===== src/hdl/sapr_pkg.sv =====
// Shared constants and types of the converter control and parallel readout block.
package sapr_pkg;

	// ------------------------------------------------------------------
	// Widths and buffer depth
	// ------------------------------------------------------------------
	localparam int unsigned RESULT_W   = 16;
	localparam int unsigned BYTE_W     = 8;
	localparam int unsigned BUF_DEPTH  = 2;
	localparam int unsigned BIT_IDX_W  = 4;

	// ------------------------------------------------------------------
	// Timing
	// ------------------------------------------------------------------
	localparam int unsigned CORE_CLK_PERIOD_PS = 5000;
	localparam int unsigned START_LOW_MIN_NS   = 20;
	localparam int unsigned BUSY_RISE_MAX_NS   = 25;
	localparam int unsigned BUSY_FALL_MAX_NS   = 25;
	// Least time rounds up.
	localparam int unsigned START_LOW_CYC =
		(START_LOW_MIN_NS * 1000 + CORE_CLK_PERIOD_PS - 1) / CORE_CLK_PERIOD_PS;
	// Longest times round down.
	localparam int unsigned BUSY_RISE_MAX_CYC = (BUSY_RISE_MAX_NS * 1000) / CORE_CLK_PERIOD_PS;
	localparam int unsigned BUSY_FALL_MAX_CYC = (BUSY_FALL_MAX_NS * 1000) / CORE_CLK_PERIOD_PS;
	localparam logic [2:0]  START_CNT_LAST    = 3'(START_LOW_CYC - 1);

	// ------------------------------------------------------------------
	// Reset, first trial and bit index end values
	// ------------------------------------------------------------------
	localparam logic [RESULT_W-1:0]  RESULT_RST = 16'h0000;
	localparam logic [RESULT_W-1:0]  TRIAL_MSB  = 16'h8000;
	localparam logic [BIT_IDX_W-1:0] BIT_MSB    = 4'hf;
	localparam logic [BIT_IDX_W-1:0] BIT_LSB    = 4'h0;
	localparam logic [RESULT_W-1:0]  LINES_OFF  = 16'hffff;

	// ------------------------------------------------------------------
	// Sequencer states, Gray coded along idle, convert, deliver
	// ------------------------------------------------------------------
	typedef enum logic [1:0] {
		SAPR_IDLE    = 2'h0,
		SAPR_CONVERT = 2'h1,
		SAPR_DELIVER = 2'h3
	} sapr_state_e;

	typedef logic [RESULT_W-1:0] sapr_word_t;

endpackage


===== src/hdl/sapr_buf_if.sv =====
// Valid and ready carrier for result words between the sequencer, buffer and output register.
`timescale 1ns/1ps
interface sapr_buf_if;
	logic [15:0] fill_data;
	logic        fill_valid;
	logic        fill_ready;
	logic [15:0] drain_data;
	logic        drain_valid;
	logic        drain_ready;

	modport buffer (
		input  fill_data,
		input  fill_valid,
		output fill_ready,
		output drain_data,
		output drain_valid,
		input  drain_ready
	);

	modport user (
		output fill_data,
		output fill_valid,
		input  fill_ready,
		input  drain_data,
		input  drain_valid,
		output drain_ready
	);
endinterface


===== src/hdl/sapr_result_buf.sv =====
// Two-entry result buffer with valid and ready on both sides.
`timescale 1ns/1ps
module sapr_result_buf
	import sapr_pkg::*;
#(
	parameter int unsigned DEPTH = BUF_DEPTH
) (
	input  wire logic  core_clk_i,
	input  wire logic  rst_n_i,
	sapr_buf_if.buffer bus
);
	import sapr_pkg::*;

	localparam int unsigned PTR_W = (DEPTH > 1) ? $clog2(DEPTH) : 1;
	localparam int unsigned CNT_W = $clog2(DEPTH + 1);

	sapr_word_t         mem [DEPTH];
	logic [PTR_W-1:0]   wr_ptr;
	logic [PTR_W-1:0]   rd_ptr;
	logic [CNT_W-1:0]   count;
	logic               push;
	logic               pop;

	assign bus.fill_ready  = (count != CNT_W'(DEPTH));
	assign bus.drain_valid = (count != '0);
	assign bus.drain_data  = mem[rd_ptr];
	assign push            = bus.fill_valid & bus.fill_ready;
	assign pop             = bus.drain_valid & bus.drain_ready;

	always_ff @(posedge core_clk_i or negedge rst_n_i) begin
		if (!rst_n_i) begin
			for (int i = 0; i < DEPTH; i++) begin
				mem[i] <= RESULT_RST;
			end
		end else if (push) begin
			mem[wr_ptr] <= bus.fill_data;
		end
	end

	always_ff @(posedge core_clk_i or negedge rst_n_i) begin
		if (!rst_n_i) begin
			wr_ptr <= '0;
			rd_ptr <= '0;
		end else begin
			if (push) begin
				wr_ptr <= (wr_ptr == PTR_W'(DEPTH - 1)) ? '0 : PTR_W'(wr_ptr + 1'b1);
			end
			if (pop) begin
				rd_ptr <= (rd_ptr == PTR_W'(DEPTH - 1)) ? '0 : PTR_W'(rd_ptr + 1'b1);
			end
		end
	end

	always_ff @(posedge core_clk_i or negedge rst_n_i) begin
		if (!rst_n_i) begin
			count <= '0;
		end else if (push && !pop) begin
			count <= CNT_W'(count + 1'b1);
		end else if (pop && !push) begin
			count <= CNT_W'(count - 1'b1);
		end
	end

endmodule // sapr_result_buf


===== src/hdl/sapr_top.sv =====
// Successive-approximation sequencer with busy flag and parallel result readout.
`timescale 1ns/1ps
module sapr_top (
	input  wire logic                      core_clk_i,
	input  wire logic                      rst_n_i,
	input  wire logic                      conversion_clk_i,
	input  wire logic                      conversion_start_n_i,
	input  wire logic                      chip_select_n_i,
	input  wire logic                      read_n_i,
	input  wire logic                      half_select_i,
	input  wire logic                      comparator_i,
	output logic                           busy_o,
	output logic                           sample_hold_o,
	output logic [sapr_pkg::RESULT_W-1:0]  dac_code_o,
	output logic [sapr_pkg::RESULT_W-1:0]  parallel_data_lines_o,
	output logic [sapr_pkg::RESULT_W-1:0]  parallel_data_lines_oe_n_o
);
	import sapr_pkg::*;

	// ------------------------------------------------------------------
	// Declarations
	// ------------------------------------------------------------------
	sapr_state_e            state;
	sapr_state_e            next_state;
	logic                   conv_clk_prev;
	logic                   conv_clk_rise;
	logic                   start_armed;
	logic [2:0]             start_low_cnt;
	logic                   start_accept;
	logic [BIT_IDX_W-1:0]   bit_idx;
	sapr_word_t             trial;
	sapr_word_t             result_reg;
	logic                   selected;
	logic                   reading;
	logic                   push_done;

	sapr_buf_if buf_bus ();

	// ------------------------------------------------------------------
	// Conversion clock edge detection
	// ------------------------------------------------------------------
	// The conversion clock is at most 10 MHz, so sampling it at the core rate
	// sees every edge; a rising edge is a one-cycle strobe.
	always_ff @(posedge core_clk_i or negedge rst_n_i) begin
		if (!rst_n_i) begin
			conv_clk_prev <= 1'b0;
		end else begin
			conv_clk_prev <= conversion_clk_i;
		end
	end

	assign conv_clk_rise = conversion_clk_i & ~conv_clk_prev;

	// ------------------------------------------------------------------
	// Start detection
	// ------------------------------------------------------------------
	assign selected = ~chip_select_n_i;

	// The start input must have been seen high since the last conversion
	// began, so a start held low across a whole conversion does not retrigger.
	always_ff @(posedge core_clk_i or negedge rst_n_i) begin
		if (!rst_n_i) begin
			start_armed <= 1'b0;
		end else if (conversion_start_n_i) begin
			start_armed <= 1'b1;
		end else if (start_accept) begin
			start_armed <= 1'b0;
		end
	end

	always_ff @(posedge core_clk_i or negedge rst_n_i) begin
		if (!rst_n_i) begin
			start_low_cnt <= 3'h0;
		end else if (conversion_start_n_i || !selected || !start_armed) begin
			start_low_cnt <= 3'h0;
		end else if (start_low_cnt != START_CNT_LAST) begin
			start_low_cnt <= 3'(start_low_cnt + 3'h1);
		end
	end

	// Four low samples cover the 20 ns minimum and still leave busy inside 25 ns.
	assign start_accept = (state == SAPR_IDLE) && start_armed && selected
		&& !conversion_start_n_i && (start_low_cnt == START_CNT_LAST);

	// ------------------------------------------------------------------
	// Sequencer state
	// ------------------------------------------------------------------
	assign push_done = (state == SAPR_DELIVER) && conv_clk_rise && buf_bus.fill_ready;

	always_comb begin
		next_state = state;
		case (state)
			SAPR_IDLE: begin
				if (start_accept) begin
					next_state = SAPR_CONVERT;
				end
			end
			SAPR_CONVERT: begin
				if (conv_clk_rise && (bit_idx == BIT_LSB)) begin
					next_state = SAPR_DELIVER;
				end
			end
			SAPR_DELIVER: begin
				// A full buffer stalls here with busy still high.
				if (push_done) begin
					next_state = SAPR_IDLE;
				end
			end
			default: begin
				next_state = SAPR_IDLE;
			end
		endcase
	end

	always_ff @(posedge core_clk_i or negedge rst_n_i) begin
		if (!rst_n_i) begin
			state <= SAPR_IDLE;
		end else begin
			state <= next_state;
		end
	end

	// ------------------------------------------------------------------
	// Busy and sample-and-hold
	// ------------------------------------------------------------------
	always_ff @(posedge core_clk_i or negedge rst_n_i) begin
		if (!rst_n_i) begin
			busy_o <= 1'b0;
		end else if (start_accept) begin
			busy_o <= 1'b1;
		end else if (push_done) begin
			busy_o <= 1'b0;
		end
	end

	always_ff @(posedge core_clk_i or negedge rst_n_i) begin
		if (!rst_n_i) begin
			sample_hold_o <= 1'b0;
		end else if (start_accept) begin
			sample_hold_o <= 1'b1;
		end else if (push_done) begin
			sample_hold_o <= 1'b0;
		end
	end

	// ------------------------------------------------------------------
	// Successive approximation
	// ------------------------------------------------------------------
	always_ff @(posedge core_clk_i or negedge rst_n_i) begin
		if (!rst_n_i) begin
			bit_idx <= BIT_MSB;
		end else if (start_accept) begin
			bit_idx <= BIT_MSB;
		end else if ((state == SAPR_CONVERT) && conv_clk_rise && (bit_idx != BIT_LSB)) begin
			bit_idx <= BIT_IDX_W'(bit_idx - 1'b1);
		end
	end

	// Each rising conversion clock edge in convert keeps or drops the bit under trial
	// and places the next lower one, except when the bit under trial is the LSB.
	always_ff @(posedge core_clk_i or negedge rst_n_i) begin
		if (!rst_n_i) begin
			trial <= RESULT_RST;
		end else if (start_accept) begin
			trial <= TRIAL_MSB;
		end else if ((state == SAPR_CONVERT) && conv_clk_rise) begin
			trial[bit_idx] <= comparator_i;
			if (bit_idx != BIT_LSB) begin
				trial[bit_idx - 1'b1] <= 1'b1;
			end
		end
	end

	assign dac_code_o = trial;

	// ------------------------------------------------------------------
	// Result buffer
	// ------------------------------------------------------------------
	assign buf_bus.fill_data   = trial;
	assign buf_bus.fill_valid  = (state == SAPR_DELIVER) && conv_clk_rise;
	assign reading             = selected & ~read_n_i;
	// The output register does not change under an active read, so a word
	// arriving then waits in the buffer instead of tearing the read.
	assign buf_bus.drain_ready = ~reading;

	sapr_result_buf #(
		.DEPTH (BUF_DEPTH)
	) u_result_buf (
		.core_clk_i (core_clk_i),
		.rst_n_i    (rst_n_i),
		.bus        (buf_bus.buffer)
	);

	// ------------------------------------------------------------------
	// Output register
	// ------------------------------------------------------------------
	always_ff @(posedge core_clk_i or negedge rst_n_i) begin
		if (!rst_n_i) begin
			result_reg <= RESULT_RST;
		end else if (buf_bus.drain_valid && buf_bus.drain_ready) begin
			result_reg <= buf_bus.drain_data;
		end
	end

	// ------------------------------------------------------------------
	// Parallel lines
	// ------------------------------------------------------------------
	// Half select is followed every cycle, so a change during a read shows
	// one cycle later without the strobe being raised.
	for (genvar b = 0; b < RESULT_W; b++) begin : g_line
		if (b < BYTE_W) begin : g_low
			always_ff @(posedge core_clk_i or negedge rst_n_i) begin
				if (!rst_n_i) begin
					parallel_data_lines_o[b]      <= 1'b0;
					parallel_data_lines_oe_n_o[b] <= LINES_OFF[b];
				end else begin
					parallel_data_lines_o[b]      <= half_select_i ? result_reg[b + BYTE_W]
						: result_reg[b];
					parallel_data_lines_oe_n_o[b] <= ~reading;
				end
			end
		end else begin : g_high
			always_ff @(posedge core_clk_i or negedge rst_n_i) begin
				if (!rst_n_i) begin
					parallel_data_lines_o[b]      <= 1'b0;
					parallel_data_lines_oe_n_o[b] <= LINES_OFF[b];
				end else begin
					parallel_data_lines_o[b]      <= result_reg[b];
					// Upper lines are released in byte mode.
					parallel_data_lines_oe_n_o[b] <= ~reading | half_select_i;
				end
			end
		end
	end

endmodule // sapr_top


===== config.mk =====
export PLATFORM = sky130hd
export DESIGN_NAME = sapr_top
export DESIGN_NICKNAME = d
export VERILOG_FILES = /design/src/hdl/sapr_pkg.sv /design/src/hdl/sapr_buf_if.sv /design/src/hdl/sapr_result_buf.sv /design/src/hdl/sapr_top.sv
export SDC_FILE = /design/constraint.sdc
export NUM_CORES = 1
export LEC_CHECK = 0
export BUFFER_PORTS_ARGS = -buffer_cell sky130_fd_sc_hd__buf_2
export CORE_MARGIN = 5
export CORE_UTILIZATION = 38
export CTS_CLUSTER_SIZE = 10
export DETAILED_ROUTE_END_ITERATION = 6
export SLEW_MARGIN = 20
export SYNTH_ARGS = -nofsm -noshare
export SYNTH_HDL_FRONTEND = slang
export SYNTH_SLANG_ARGS = --single-unit

===== constraint.sdc =====
create_clock -name core_clk_i -period 1.9 [get_ports core_clk_i]
set_input_delay 0.38 -clock core_clk_i [delete_from_list [all_inputs] [get_ports core_clk_i]]
set_output_delay 0.38 -clock core_clk_i [all_outputs]
set_load 0.03 [all_outputs]

==> run metrics, run 1 <==
outcome=completed; Area growth syn-to-layout=18.7%; die area=approximately 14000 um2; Reg-to-Reg Start=bit_idx[0]; Yosys reg bits=98; TNS Setup=0 ns; most frequent cell after synthesis=dfrtp_1; synth top area cells=dfrtp_1 (52%), mux2_2 (10%), mux2i_1 (3.8%); sequential area share after synthesis=a little under three fifths; min Tclk post-route=about 1.8 ns; Synth Instances=roughly 400; class of the worst hold path=input port to register; Setup Viol. Count Final=0; DRT iter0 DRCs=around 170; Ports=58; clk root buf=clkbuf_16; Critical Path End Type=register; worst path arrival time=~2 ns; sequential cell area=~2500 um2; Biggest register=u_result_buf.mem; worst hold start=conversion_clk_i; Max rail drop VDD=around 0.52 mV; Main synth FF type=dfrtp_1; Worst Max-Slew Pin Slew=about 0.49 ns; Worst slew margin=a little under 70%; multi-input logic area=between 1500 and 2000 um2; die height=between 100 and 150 um; worst path required time=around 2.1 ns; TritonCTS clock tree=built; Clock Latency Late Sink=around 0.34 ns; fin nets=464; clk sinks=roughly 100; detailed placer's ending HPWL=7000 um; FP Rows=39; Worst path slowest cell=dfstp_2; R2R Setup Slk=around 0.14 ns; first-pass GRT wire length=~16000 um; Mapped Nets=406; yosys warns=0; DR vias=about 3000; gr usage total=14.3%; CP max FO=7; Pre-Repair DR Iteration Count=4; number of global-route vias before repair=between 3000 and 4000; H-tree depth=3; Hold EP=conv_clk_prev; Setup Buffers After CTS=0; share of the synthesized area in the top cell type=between 50% and 60%; Vias per Instance=5.17; fin. max-slew vios=0; EDFF count, synth=0; Crit path max-delay family=flip-flops; WS Path Type=register to register; Final Skew=between 0.008 and 0.009 ns; Netlist cell types=between 50 and 60; Overflow after GRT=0; Core ar.=~11000 um2; pwr dens=around 1100 nW/um2; synthesized area per cell=around 11 um2; Largest register FFs=32; share of layout cells above drive strength 1=35.5%; largest net degree at the start of global routing=34; drt drc=0; type of origin of the critical path=register; Worst R2R Path Depth=6; Fmax=around 570 MHz; total power=~6000 uW; antenna diode count=0; Cell Area, Synth=between 4000 and 5000 um2; ys async rst share=100%; fill count=1062; CP max stage delay=around 0.6 ns; antenna violations before repair=0; RR Endpoint=dac_code_o[0]; I/O Buffers=57; Antenna Nets Post-Route=0; Die W=approximately 120 um; Final GP Congestion=between 0.8 and 0.9; Initial Utilization=around 39%; Pleak=roughly 0.0026 uW; Num CTS Buffers=9; CP bufs+invs=2; CP Cell Sequence=inv_1 > ha_2 > nor3_2 > buf_4 > a41oi_1 > a221oi_1; max cap viols=0; Final period util=92.7%; Routed WL per cell=approximately 16 um; RSZ-0062 raised after global routing=false; final hold vios=0; top cells by count, synth=dfrtp_1 (92), mux2_2 (40), nand2_1 (26), o21ai_0 (26), clkbuf_1 (18); Hold Crit Depth=1; final wirelength=a little under 10000 um; Synth area leader=dfrtp_1; Max Root-Sink Buffers=2; clock slew at reported path FFs=0.07 ns
## final cells by class
cell class,count,share of cell area (%)
clock buffers,9,4.25
clock inverters,6,0.967
inverters,8,0.566
multi-input cells,243,33.5
flip-flops and latches,98,46.4
well taps,143,3.37
repair buffers,89,10.9
## where the power goes
group / leakage (uW) / internal [uW] / switching (uW) / total [uW]
combinational: 0.00111 / 713 / 1100 / 1820
sequential: 0.00133 / 2250 / 216 / 2470
clock: 0.000138 / 901 / 808 / 1710
total: 0.00258 / 3870 / 2130 / 5990
## placed cells by master (no fill, tap or decap), drive strengths merged, types with 2 or more instances in the layout
master  netlist  final
inv           8     11
nor3b         3      3
a21oi        14     14
a221o         2      2
xor2          3      3
mux2i        17     17
buf          24     88
nand2        27     27
nor2b         3      3
xnor2         5      5
clkbuf       18      9
nor2         18     18
a31oi         8      8
clkinv        0      3
and3          2      2
nand2b        7      7
ha            7      7
mux2         40     40
nand4         2      2
nand3        15     15
or3           2      2
dfstp         6      6
a211oi        5      5
dfrtp        92     92
nor3          7      7
o22ai         3      3
a311oi        4      4
o21ai        27     27
a221oi        3      3
## what timing repair did
item | in CTS | in global routing
setup endpoints to repair | 0 | 7
endpoints found under the hold margin | 28 | 0
hold buffers | 1 | 0
gates resized for setup | 0 | 5
## kinds of logic after synthesis
group           after synthesis  synth area share, %
compound gates               77                 10.9
xor+xnor                      8                 1.57
fa+ha+maj                     7                 1.96
buf+inv                      50                 5.74
flops                        98                 55.1
mux                          57                 13.9
simple gates                 94                 10.8
## worst max-delay path by stage
| stage | cells past startpoint | from | slack (ns) | end |
|---|---|---|---|---|
| finish | 6 | bit_idx[0] | 0.14 | dac_code_o[0] |
| floorplan | 6 | bit_idx[0] | 0.08 | dac_code_o[0] |
| global placement | 4 | chip_select_n_i | 0.01 | start_armed |
| CTS | 6 | bit_idx[0] | 0.07 | dac_code_o[8] |
| detailed placement | 6 | chip_select_n_i | -0.009 | dac_code_o[6] |
| global route | 7 | bit_idx[0] | 0.008 | dac_code_o[15] |
## stage by stage
stage	util (%)	setup WS (ns)	cells	area, um2	hold slack (ns)
after floorplan	-	0.0760	391	4470	0.0844
after global routing	46.2	0.00840	596	5300	0.196
after global placement	43.6	0.0105	580	5000	0.334
final	46.2	0.139	596	5300	0.183
after CTS	46.1	0.0746	596	5290	0.173
after detailed placement	43.6	-0.00916	580	5000	0.340
## worst register-to-register path, delay by kind of cell, from the launching register on
| family | cells | cell delay, ns |
|---|---|---|
| DFF | 1 | 0.60 |
| AOI/OAI and AO/OA | 2 | 0.39 |
| adders and majority gates | 1 | 0.25 |
| buffers and inverters | 2 | 0.24 |
| and+or+nand+nor | 1 | 0.19 |
## layer usage
metal  routed length (um)  track usage [%]
met1                 4600             19.8
met2                 4510             22.5
met3                  530             2.53
met4                  142             5.39
met5                    0                0
Note: power is estimated with default switching activity, not from simulation.
==> run 2: changes to the inputs <==
--- a/config.mk
+++ b/config.mk
@@ -10,6 +10,8 @@
 export CORE_UTILIZATION = 38
 export CTS_CLUSTER_SIZE = 10
 export DETAILED_ROUTE_END_ITERATION = 6
+export PLACE_DENSITY_LB_ADDON = 0.25
+export RECOVER_POWER = 25
 export SLEW_MARGIN = 20
 export SYNTH_ARGS = -nofsm -noshare
 export SYNTH_HDL_FRONTEND = slang
==> run metrics, run 2 (synthesis results as in run 1) <==
fin area=5270 um2 (was 5300 um2); CP max FO=10 (was 7); class of the worst hold path=input port to async pin (was input port to register); RSZ-0062 raised after global routing=false (unchanged); Max Root-Sink Buffers=2 (unchanged); placed inst area=4990 um2 (was 5000 um2); type of origin of the critical path=register (unchanged); max cap viols=0 (unchanged); Final GP Congestion=0.906 (was 0.878); DR vias=3131 (was 3083); Worst Max-Slew Pin Slew=0.983 ns (was 0.489 ns); worst path arrival time=2.01 ns (was 2.00 ns); final wirelength=9500 um (was 9780 um); fin. max-slew vios=0 (unchanged); share of layout cells above drive strength 1=35.1% (was 35.5%); Ports=58 (unchanged); CP bufs+invs=0 (was 2); antenna diode count=0 (unchanged); Vias per Instance=5.25 (was 5.17); I/O Buffers=57 (unchanged); Clock Latency Late Sink=0.33 ns (was 0.34 ns); number of global-route vias before repair=3010 (was 3067); TritonCTS clock tree=built (unchanged); fin nets=463 (was 464); Fmax=558 MHz (was 568 MHz); worst path required time=2.11 ns (was 2.14 ns); Antenna Nets Post-Route=0 (unchanged); Worst path slowest cell=or4b_1 (was dfstp_2); DRT iter0 DRCs=260 (was 171); first-pass GRT wire length=15800 um (was 16300 um); Crit path max-delay family=simple AND/OR/NAND/NOR gates (was flip-flops); die area=14000 um2 (unchanged); FP Rows=39 (unchanged); Overflow after GRT=0 (unchanged); largest net degree at the start of global routing=47 (was 34); Hold-fix buffers, CTS=0 (was 1); min Tclk post-route=1.79 ns (was 1.76 ns); fill count=1061 (was 1062); final hold vios=0 (unchanged); Critical Path End Type=register (unchanged); Final period util=94.3% (was 92.7%); gr usage total=13.8% (was 14.3%); drt drc=0 (unchanged); H-tree depth=3 (unchanged); TNS Setup=0 ns (unchanged); Setup Buffers After CTS=0 (unchanged); commonest non-fill, non-tap cell in the layout=dfrtp_1 (unchanged); Core ar.=11500 um2 (unchanged); Final Skew=0.00649 ns (was 0.00842 ns); Die W=118 um (unchanged); PostCTS Resize Cnt=0 (unchanged); antenna violations before repair=0 (unchanged); Num CTS Buffers=9 (unchanged); Pleak=0.00256 uW (was 0.00258 uW); clk root buf=clkbuf_16 (unchanged); clk sinks=98 (unchanged); Initial Utilization=38.9% (unchanged); outcome=completed (unchanged); WS Path Type=register to register (unchanged); die height=118 um (unchanged); Biggest register=u_result_buf.mem (unchanged); Routed WL per cell=15.9 um (was 16.4 um); CP Cell Sequence=or3b_1 > or4b_1 > o21ai_0 > a21oi_1 (was inv_1 > ha_2 > nor3_2 > buf_4 > a41oi_1 > a221oi_1); Largest register FFs=32 (unchanged); pwr dens=1130 nW/um2 (about the same); commonest non-fill, non-tap cells in the layout=dfrtp_1 (92), buf_2 (54), mux2_2 (40), buf_4 (27) (was dfrtp_1 (92), buf_2 (56), mux2_2 (40), buf_4 (28)); clock slew at reported path FFs=0.07 ns (about the same); Area growth syn-to-layout=18.0% (was 18.7%); detailed placer's ending HPWL=6790 um (was 7000 um); Worst slew margin=34.5% (was 67.3%); Setup Viol. Count Final=0 (unchanged); Pre-Repair DR Iteration Count=5 (was 4); CP max stage delay=0.69 ns (was 0.60 ns); Max rail drop VDD=0.622 mV (was 0.521 mV)
==> run 2: layer usage <==
metal  track usage [%]  up-vias  part of all wire, %
met4              4.18        0                  1.5
met5                 0        -                    0
met3              3.58       14                  6.3
met1              19.7     1510                   47
met2              20.6      105                   45
li1                  -     1502                    -
==> run 2: worst register-to-register path, delay by kind of cell (launching register included) <==
kind,cells,cell delay (ns)
AND/OR/NAND/NOR,2,1.08
flip-flops,1,0.35
AO/OA/AOI/OAI,2,0.25
==> run 2: area by class of cell <==
type / count / area, um2 / share of cell area [%]
multi-input cells: 243 / 1780 / 33.7
well taps: 143 / 179 / 3.40
flip-flops and latches: 98 / 2460 / 46.7
inverters: 8 / 30.0 / 0.570
repair buffers: 88 / 537 / 10.2
clock buffers: 9 / 225 / 4.27
clock inverters: 7 / 62.6 / 1.19
==> run 2: final timing paths <==
path,start,endpoint,slack (ns),depth (start not counted)
worst max-delay path,start_armed,dac_code_o[14],0.11,4
worst min-delay path,rst_n_i,u_result_buf.count[1],0.19,1
worst max register to register,start_armed,dac_code_o[14],0.11,4
worst min register to register,result_reg[14],parallel_data_lines_o[14],0.40,0
max in group asynchronous,rst_n_i,u_result_buf.mem[3],0.49,2
min in group core_clk_i,conversion_clk_i,conv_clk_prev,0.21,1
==> run 2: per-stage QoR <==
stage	power [uW]	util, %	instances	hold WS (ns)	worst slack [ns]
4_1_cts	5950	46.0	596	0.0335	0.0902
3_3_place_gp	4190	43.5	580	0.376	-0.00657
6_report	5940	46.0	596	0.194	0.108
2_1_floorplan	3590	-	391	0.0844	0.0760
5_1_grt	6260	46.0	596	0.219	0.00767
3_5_place_dp	4190	43.5	580	0.383	-0.0722
==> run 2: power breakdown <==
part / total [uW] / internal, uW / switching, uW
registers: 2460 / 2250 / 213
logic: 1740 / 662 / 1080
clock network: 1740 / 913 / 822
total: 5940 / 3830 / 2110
==> run 3: changes to the inputs <==
--- a/config.mk
+++ b/config.mk
@@ -5,11 +5,14 @@
 export SDC_FILE = /design/constraint.sdc
 export NUM_CORES = 1
 export LEC_CHECK = 0
+export ABC_AREA = 1
 export BUFFER_PORTS_ARGS = -buffer_cell sky130_fd_sc_hd__buf_2
 export CORE_MARGIN = 5
 export CORE_UTILIZATION = 38
+export CTS_BUF_LIST = sky130_fd_sc_hd__clkbuf_4 sky130_fd_sc_hd__clkbuf_8
 export CTS_CLUSTER_SIZE = 10
 export DETAILED_ROUTE_END_ITERATION = 6
+export GPL_ROUTABILITY_DRIVEN = 0
 export PLACE_DENSITY_LB_ADDON = 0.25
 export RECOVER_POWER = 25
 export SLEW_MARGIN = 20
==> run metrics, run 3 <==
Mapped Nets=546 (was 406); Sw Ratio=45.2% (was 35.6%); Area growth syn-to-layout=11.1% (was 18.0%); Routed WL per cell=13.5 um (was 15.9 um); gr usage total=14.6% (was 13.8%); Crit path max-delay family=flip-flops (was simple AND/OR/NAND/NOR gates); non-filler cells, final=727 (was 596); DRT iter0 DRCs=206 (was 260); share of layout cells above drive strength 1=19.5% (was 35.1%); Yosys reg bits=98 (unchanged); final wirelength=9850 um (was 9500 um); Stages on worst setup path=11 (was 4); pwr dens=1650 nW/um2 (was 1130 nW/um2); TritonCTS clock tree=built (unchanged); yosys warns=0 (unchanged); placed inst area=4890 um2 (was 4990 um2); clock slew at reported path FFs=0.10 ns (was 0.07 ns); FP Rows=40 (was 39); Pre-Repair DR Iteration Count=5 (unchanged); DR vias=3458 (was 3131); Ports=58 (unchanged); synthesized area per cell=8.61 um2 (was 11.4 um2); placed cell count=710 (was 580); clock share of power=16.1% (was 29.2%); final hold vios=0 (unchanged); CP bufs+invs=3 (was 0); RSZ-0062 raised after global routing=false (unchanged); Worst Max-Slew Pin Slew=0.879 ns (was 0.983 ns); ys async rst share=100% (unchanged); Overflow after GRT=0 (unchanged); synth top area cells=dfrtp_1 (50%), nand2_1 (15%), o21ai_0 (7.1%) (was dfrtp_1 (52%), mux2_2 (10%), mux2i_1 (3.8%)); Die W=120 um (was 118 um); share of the synthesized area in the top cell type=50.3% (was 51.6%); switching pwr=3780 uW (was 2110 uW); fin. max-slew vios=0 (unchanged); Cell Area, Synth=4570 um2 (was 4470 um2); outcome=completed (unchanged); Fmax=593 MHz (was 558 MHz); commonest non-fill, non-tap cells in the layout=nand2_1 (177), dfrtp_1 (92), o21ai_0 (65), buf_2 (55), inv_1 (45) (was dfrtp_1 (92), buf_2 (54), mux2_2 (40), buf_4 (27)); Main synth FF type=dfrtp_1 (unchanged); Biggest register=u_result_buf.mem (unchanged); Worst R2R Path Depth=11 (was 4); EDFF count, synth=0 (unchanged); worst path arrival time=2.01 ns (about the same); CP Cell Sequence=inv_1 > ha_1 > inv_1 > nand2_1 > nand2_2 > inv_2 > nor2_2 > nand2_1 > nand2_1 > nand2_1 > nand2_1 (was or3b_1 > or4b_1 > o21ai_0 > a21oi_1); worst path required time=2.22 ns (was 2.11 ns); number of global-route vias before repair=3304 (was 3010); PostCTS Resize Cnt=0 (unchanged); Num CTS Buffers=9 (unchanged); min Tclk post-route=1.69 ns (was 1.79 ns); max cap viols=0 (unchanged); sequential area share after synthesis=53.8% (was 55.1%); Vias per Instance=4.76 (was 5.25); commonest non-fill, non-tap cell in the layout=nand2_1 (was dfrtp_1); CP max stage delay=0.55 ns (was 0.69 ns); WS Path Type=register to register (unchanged); drt drc=0 (unchanged); fin area=5080 um2 (was 5270 um2); Initial Utilization=38.4% (was 38.9%); Core Util, Final=42.7% (was 46.0%); Netlist cell types=34 (was 52); antenna diode count=0 (unchanged); Worst path slowest cell=dfstp_2 (was or4b_1); Critical Path End Type=register (unchanged); type of origin of the critical path=register (unchanged); Max Root-Sink Buffers=2 (unchanged); clk root buf=clkbuf_8 (was clkbuf_16); Pleak=0.00258 uW (was 0.00256 uW); H-tree depth=3 (unchanged); antenna violations before repair=0 (unchanged); largest net degree at the start of global routing=35 (was 47); Synth area leader=dfrtp_1 (unchanged); class of the worst hold path=input port to register (was input port to async pin); Clock Latency Late Sink=0.38 ns (was 0.33 ns); die height=120 um (was 118 um); I/O Buffers=57 (unchanged); critical path's most frequent cell=nand2_1; fin nets=590 (was 463); Antenna Nets Post-Route=0 (unchanged); most frequent cell after synthesis=nand2_1 (was dfrtp_1); Synth Instances=531 (was 391); sequential share of power=42.9% (was 41.5%); Setup Viol. Count Final=0 (unchanged); top cells by count, synth=nand2_1 (177), dfrtp_1 (92), o21ai_0 (65), inv_1 (45), nor2_1 (26) (was dfrtp_1 (92), mux2_2 (40), nand2_1 (26), o21ai_0 (26), clkbuf_1 (18)); Final Skew=0.0124 ns (was 0.00649 ns); Hold Crit Depth=1; Max rail drop VDD=0.715 mV (was 0.622 mV); Final period util=88.8% (was 94.3%); Worst slew margin=41.4% (was 34.5%); clk sinks=98 (unchanged); Core ar.=11900 um2 (was 11500 um2); Largest register FFs=32 (unchanged); P_int=4590 uW (was 3830 uW); detailed placer's ending HPWL=7070 um (was 6790 um); die area=14300 um2 (was 14000 um2); CP max FO=7 (was 10); Comb pwr share=41.0% (was 29.3%); first-pass GRT wire length=16700 um (was 15800 um); TNS Setup=0 ns (unchanged)
run 3: worst paths after layout:
check	startpoint	endpoint	slack, ns
setup / recovery	bit_idx[0]	dac_code_o[14]	0.21
max in group asynchronous	rst_n_i	parallel_data_lines_o[2]	0.33
setup reg to reg	bit_idx[0]	dac_code_o[14]	0.21
hold reg to reg	result_reg[11]	parallel_data_lines_o[11]	0.42
hold / removal	conversion_clk_i	conv_clk_prev	0.12
min in group asynchronous	rst_n_i	parallel_data_lines_o[3]	0.64
run 3: cell type report:
class                   count  area [um2]
repair buffers             68         369
well taps                 147         184
flip-flops and latches     98        2460
clock inverters             6        56.3
multi-input cells         347        1680
inverters                  51         193
fillers                  1191        6830
clock buffers              10         138
run 3: logic make-up (layout without fill, tap and decap cells):
group           after synthesis  after routing  share of synthesized area [%]
simple gates                234            234                           21.4
compound gates              101            101                           12.5
flops                        98             98                           53.8
buf+inv                      86            135                           9.46
fa+ha+maj                     7              7                           1.91
xor+xnor                      5              5                          0.957
run 3: metal layers:
| metal | vias to the layer above | track usage (%) | routed length, um |
|---|---|---|---|
| met5 | - | 0 | 0 |
| met4 | 0 | 5.58 | 95 |
| met2 | 82 | 22.5 | 4560 |
| met1 | 1600 | 20.5 | 4650 |
| met3 | 7 | 2.64 | 539 |
| li1 | 1769 | - | - |
run 3: what timing repair did:
item,4_1_cts,5_1_grt
hold buffers,1,0
endpoints found under the hold margin,24,0
setup buffers,0,0
run 3: power groups by stage:
stage	logic [uW]	clock network, uW	registers (uW)
2_1_floorplan	2160	0	3970
3_3_place_gp	3430	0	3620
3_5_place_dp	3470	0	3650
4_1_cts	3490	1380	3600
5_1_grt	3890	1460	3730
6_report	3440	1340	3600
run 3: worst reg2reg max path: stages, from the launching register on:
cell and delay (ns):
dfstp_2 0.55, inv_1 0.10, ha_1 0.27, inv_1 0.09, nand2_1 0.06, nand2_2 0.12, inv_2 0.07, nor2_2 0.14
nand2_1 0.06, nand2_1 0.06, nand2_1 0.05, nand2_1 0.06
run 3: per-stage QoR:
stage / total power (uW) / setup slack (ns) / hold WS [ns]
finish: 8380 / 0.213 / 0.120
global route: 9080 / 0.0125 / 0.106
CTS: 8470 / 0.222 / 0.104
detailed placement: 7120 / 0.229 / 0.369
global placement: 7050 / 0.269 / 0.369
floorplan: 6130 / 0.206 / 0.0844
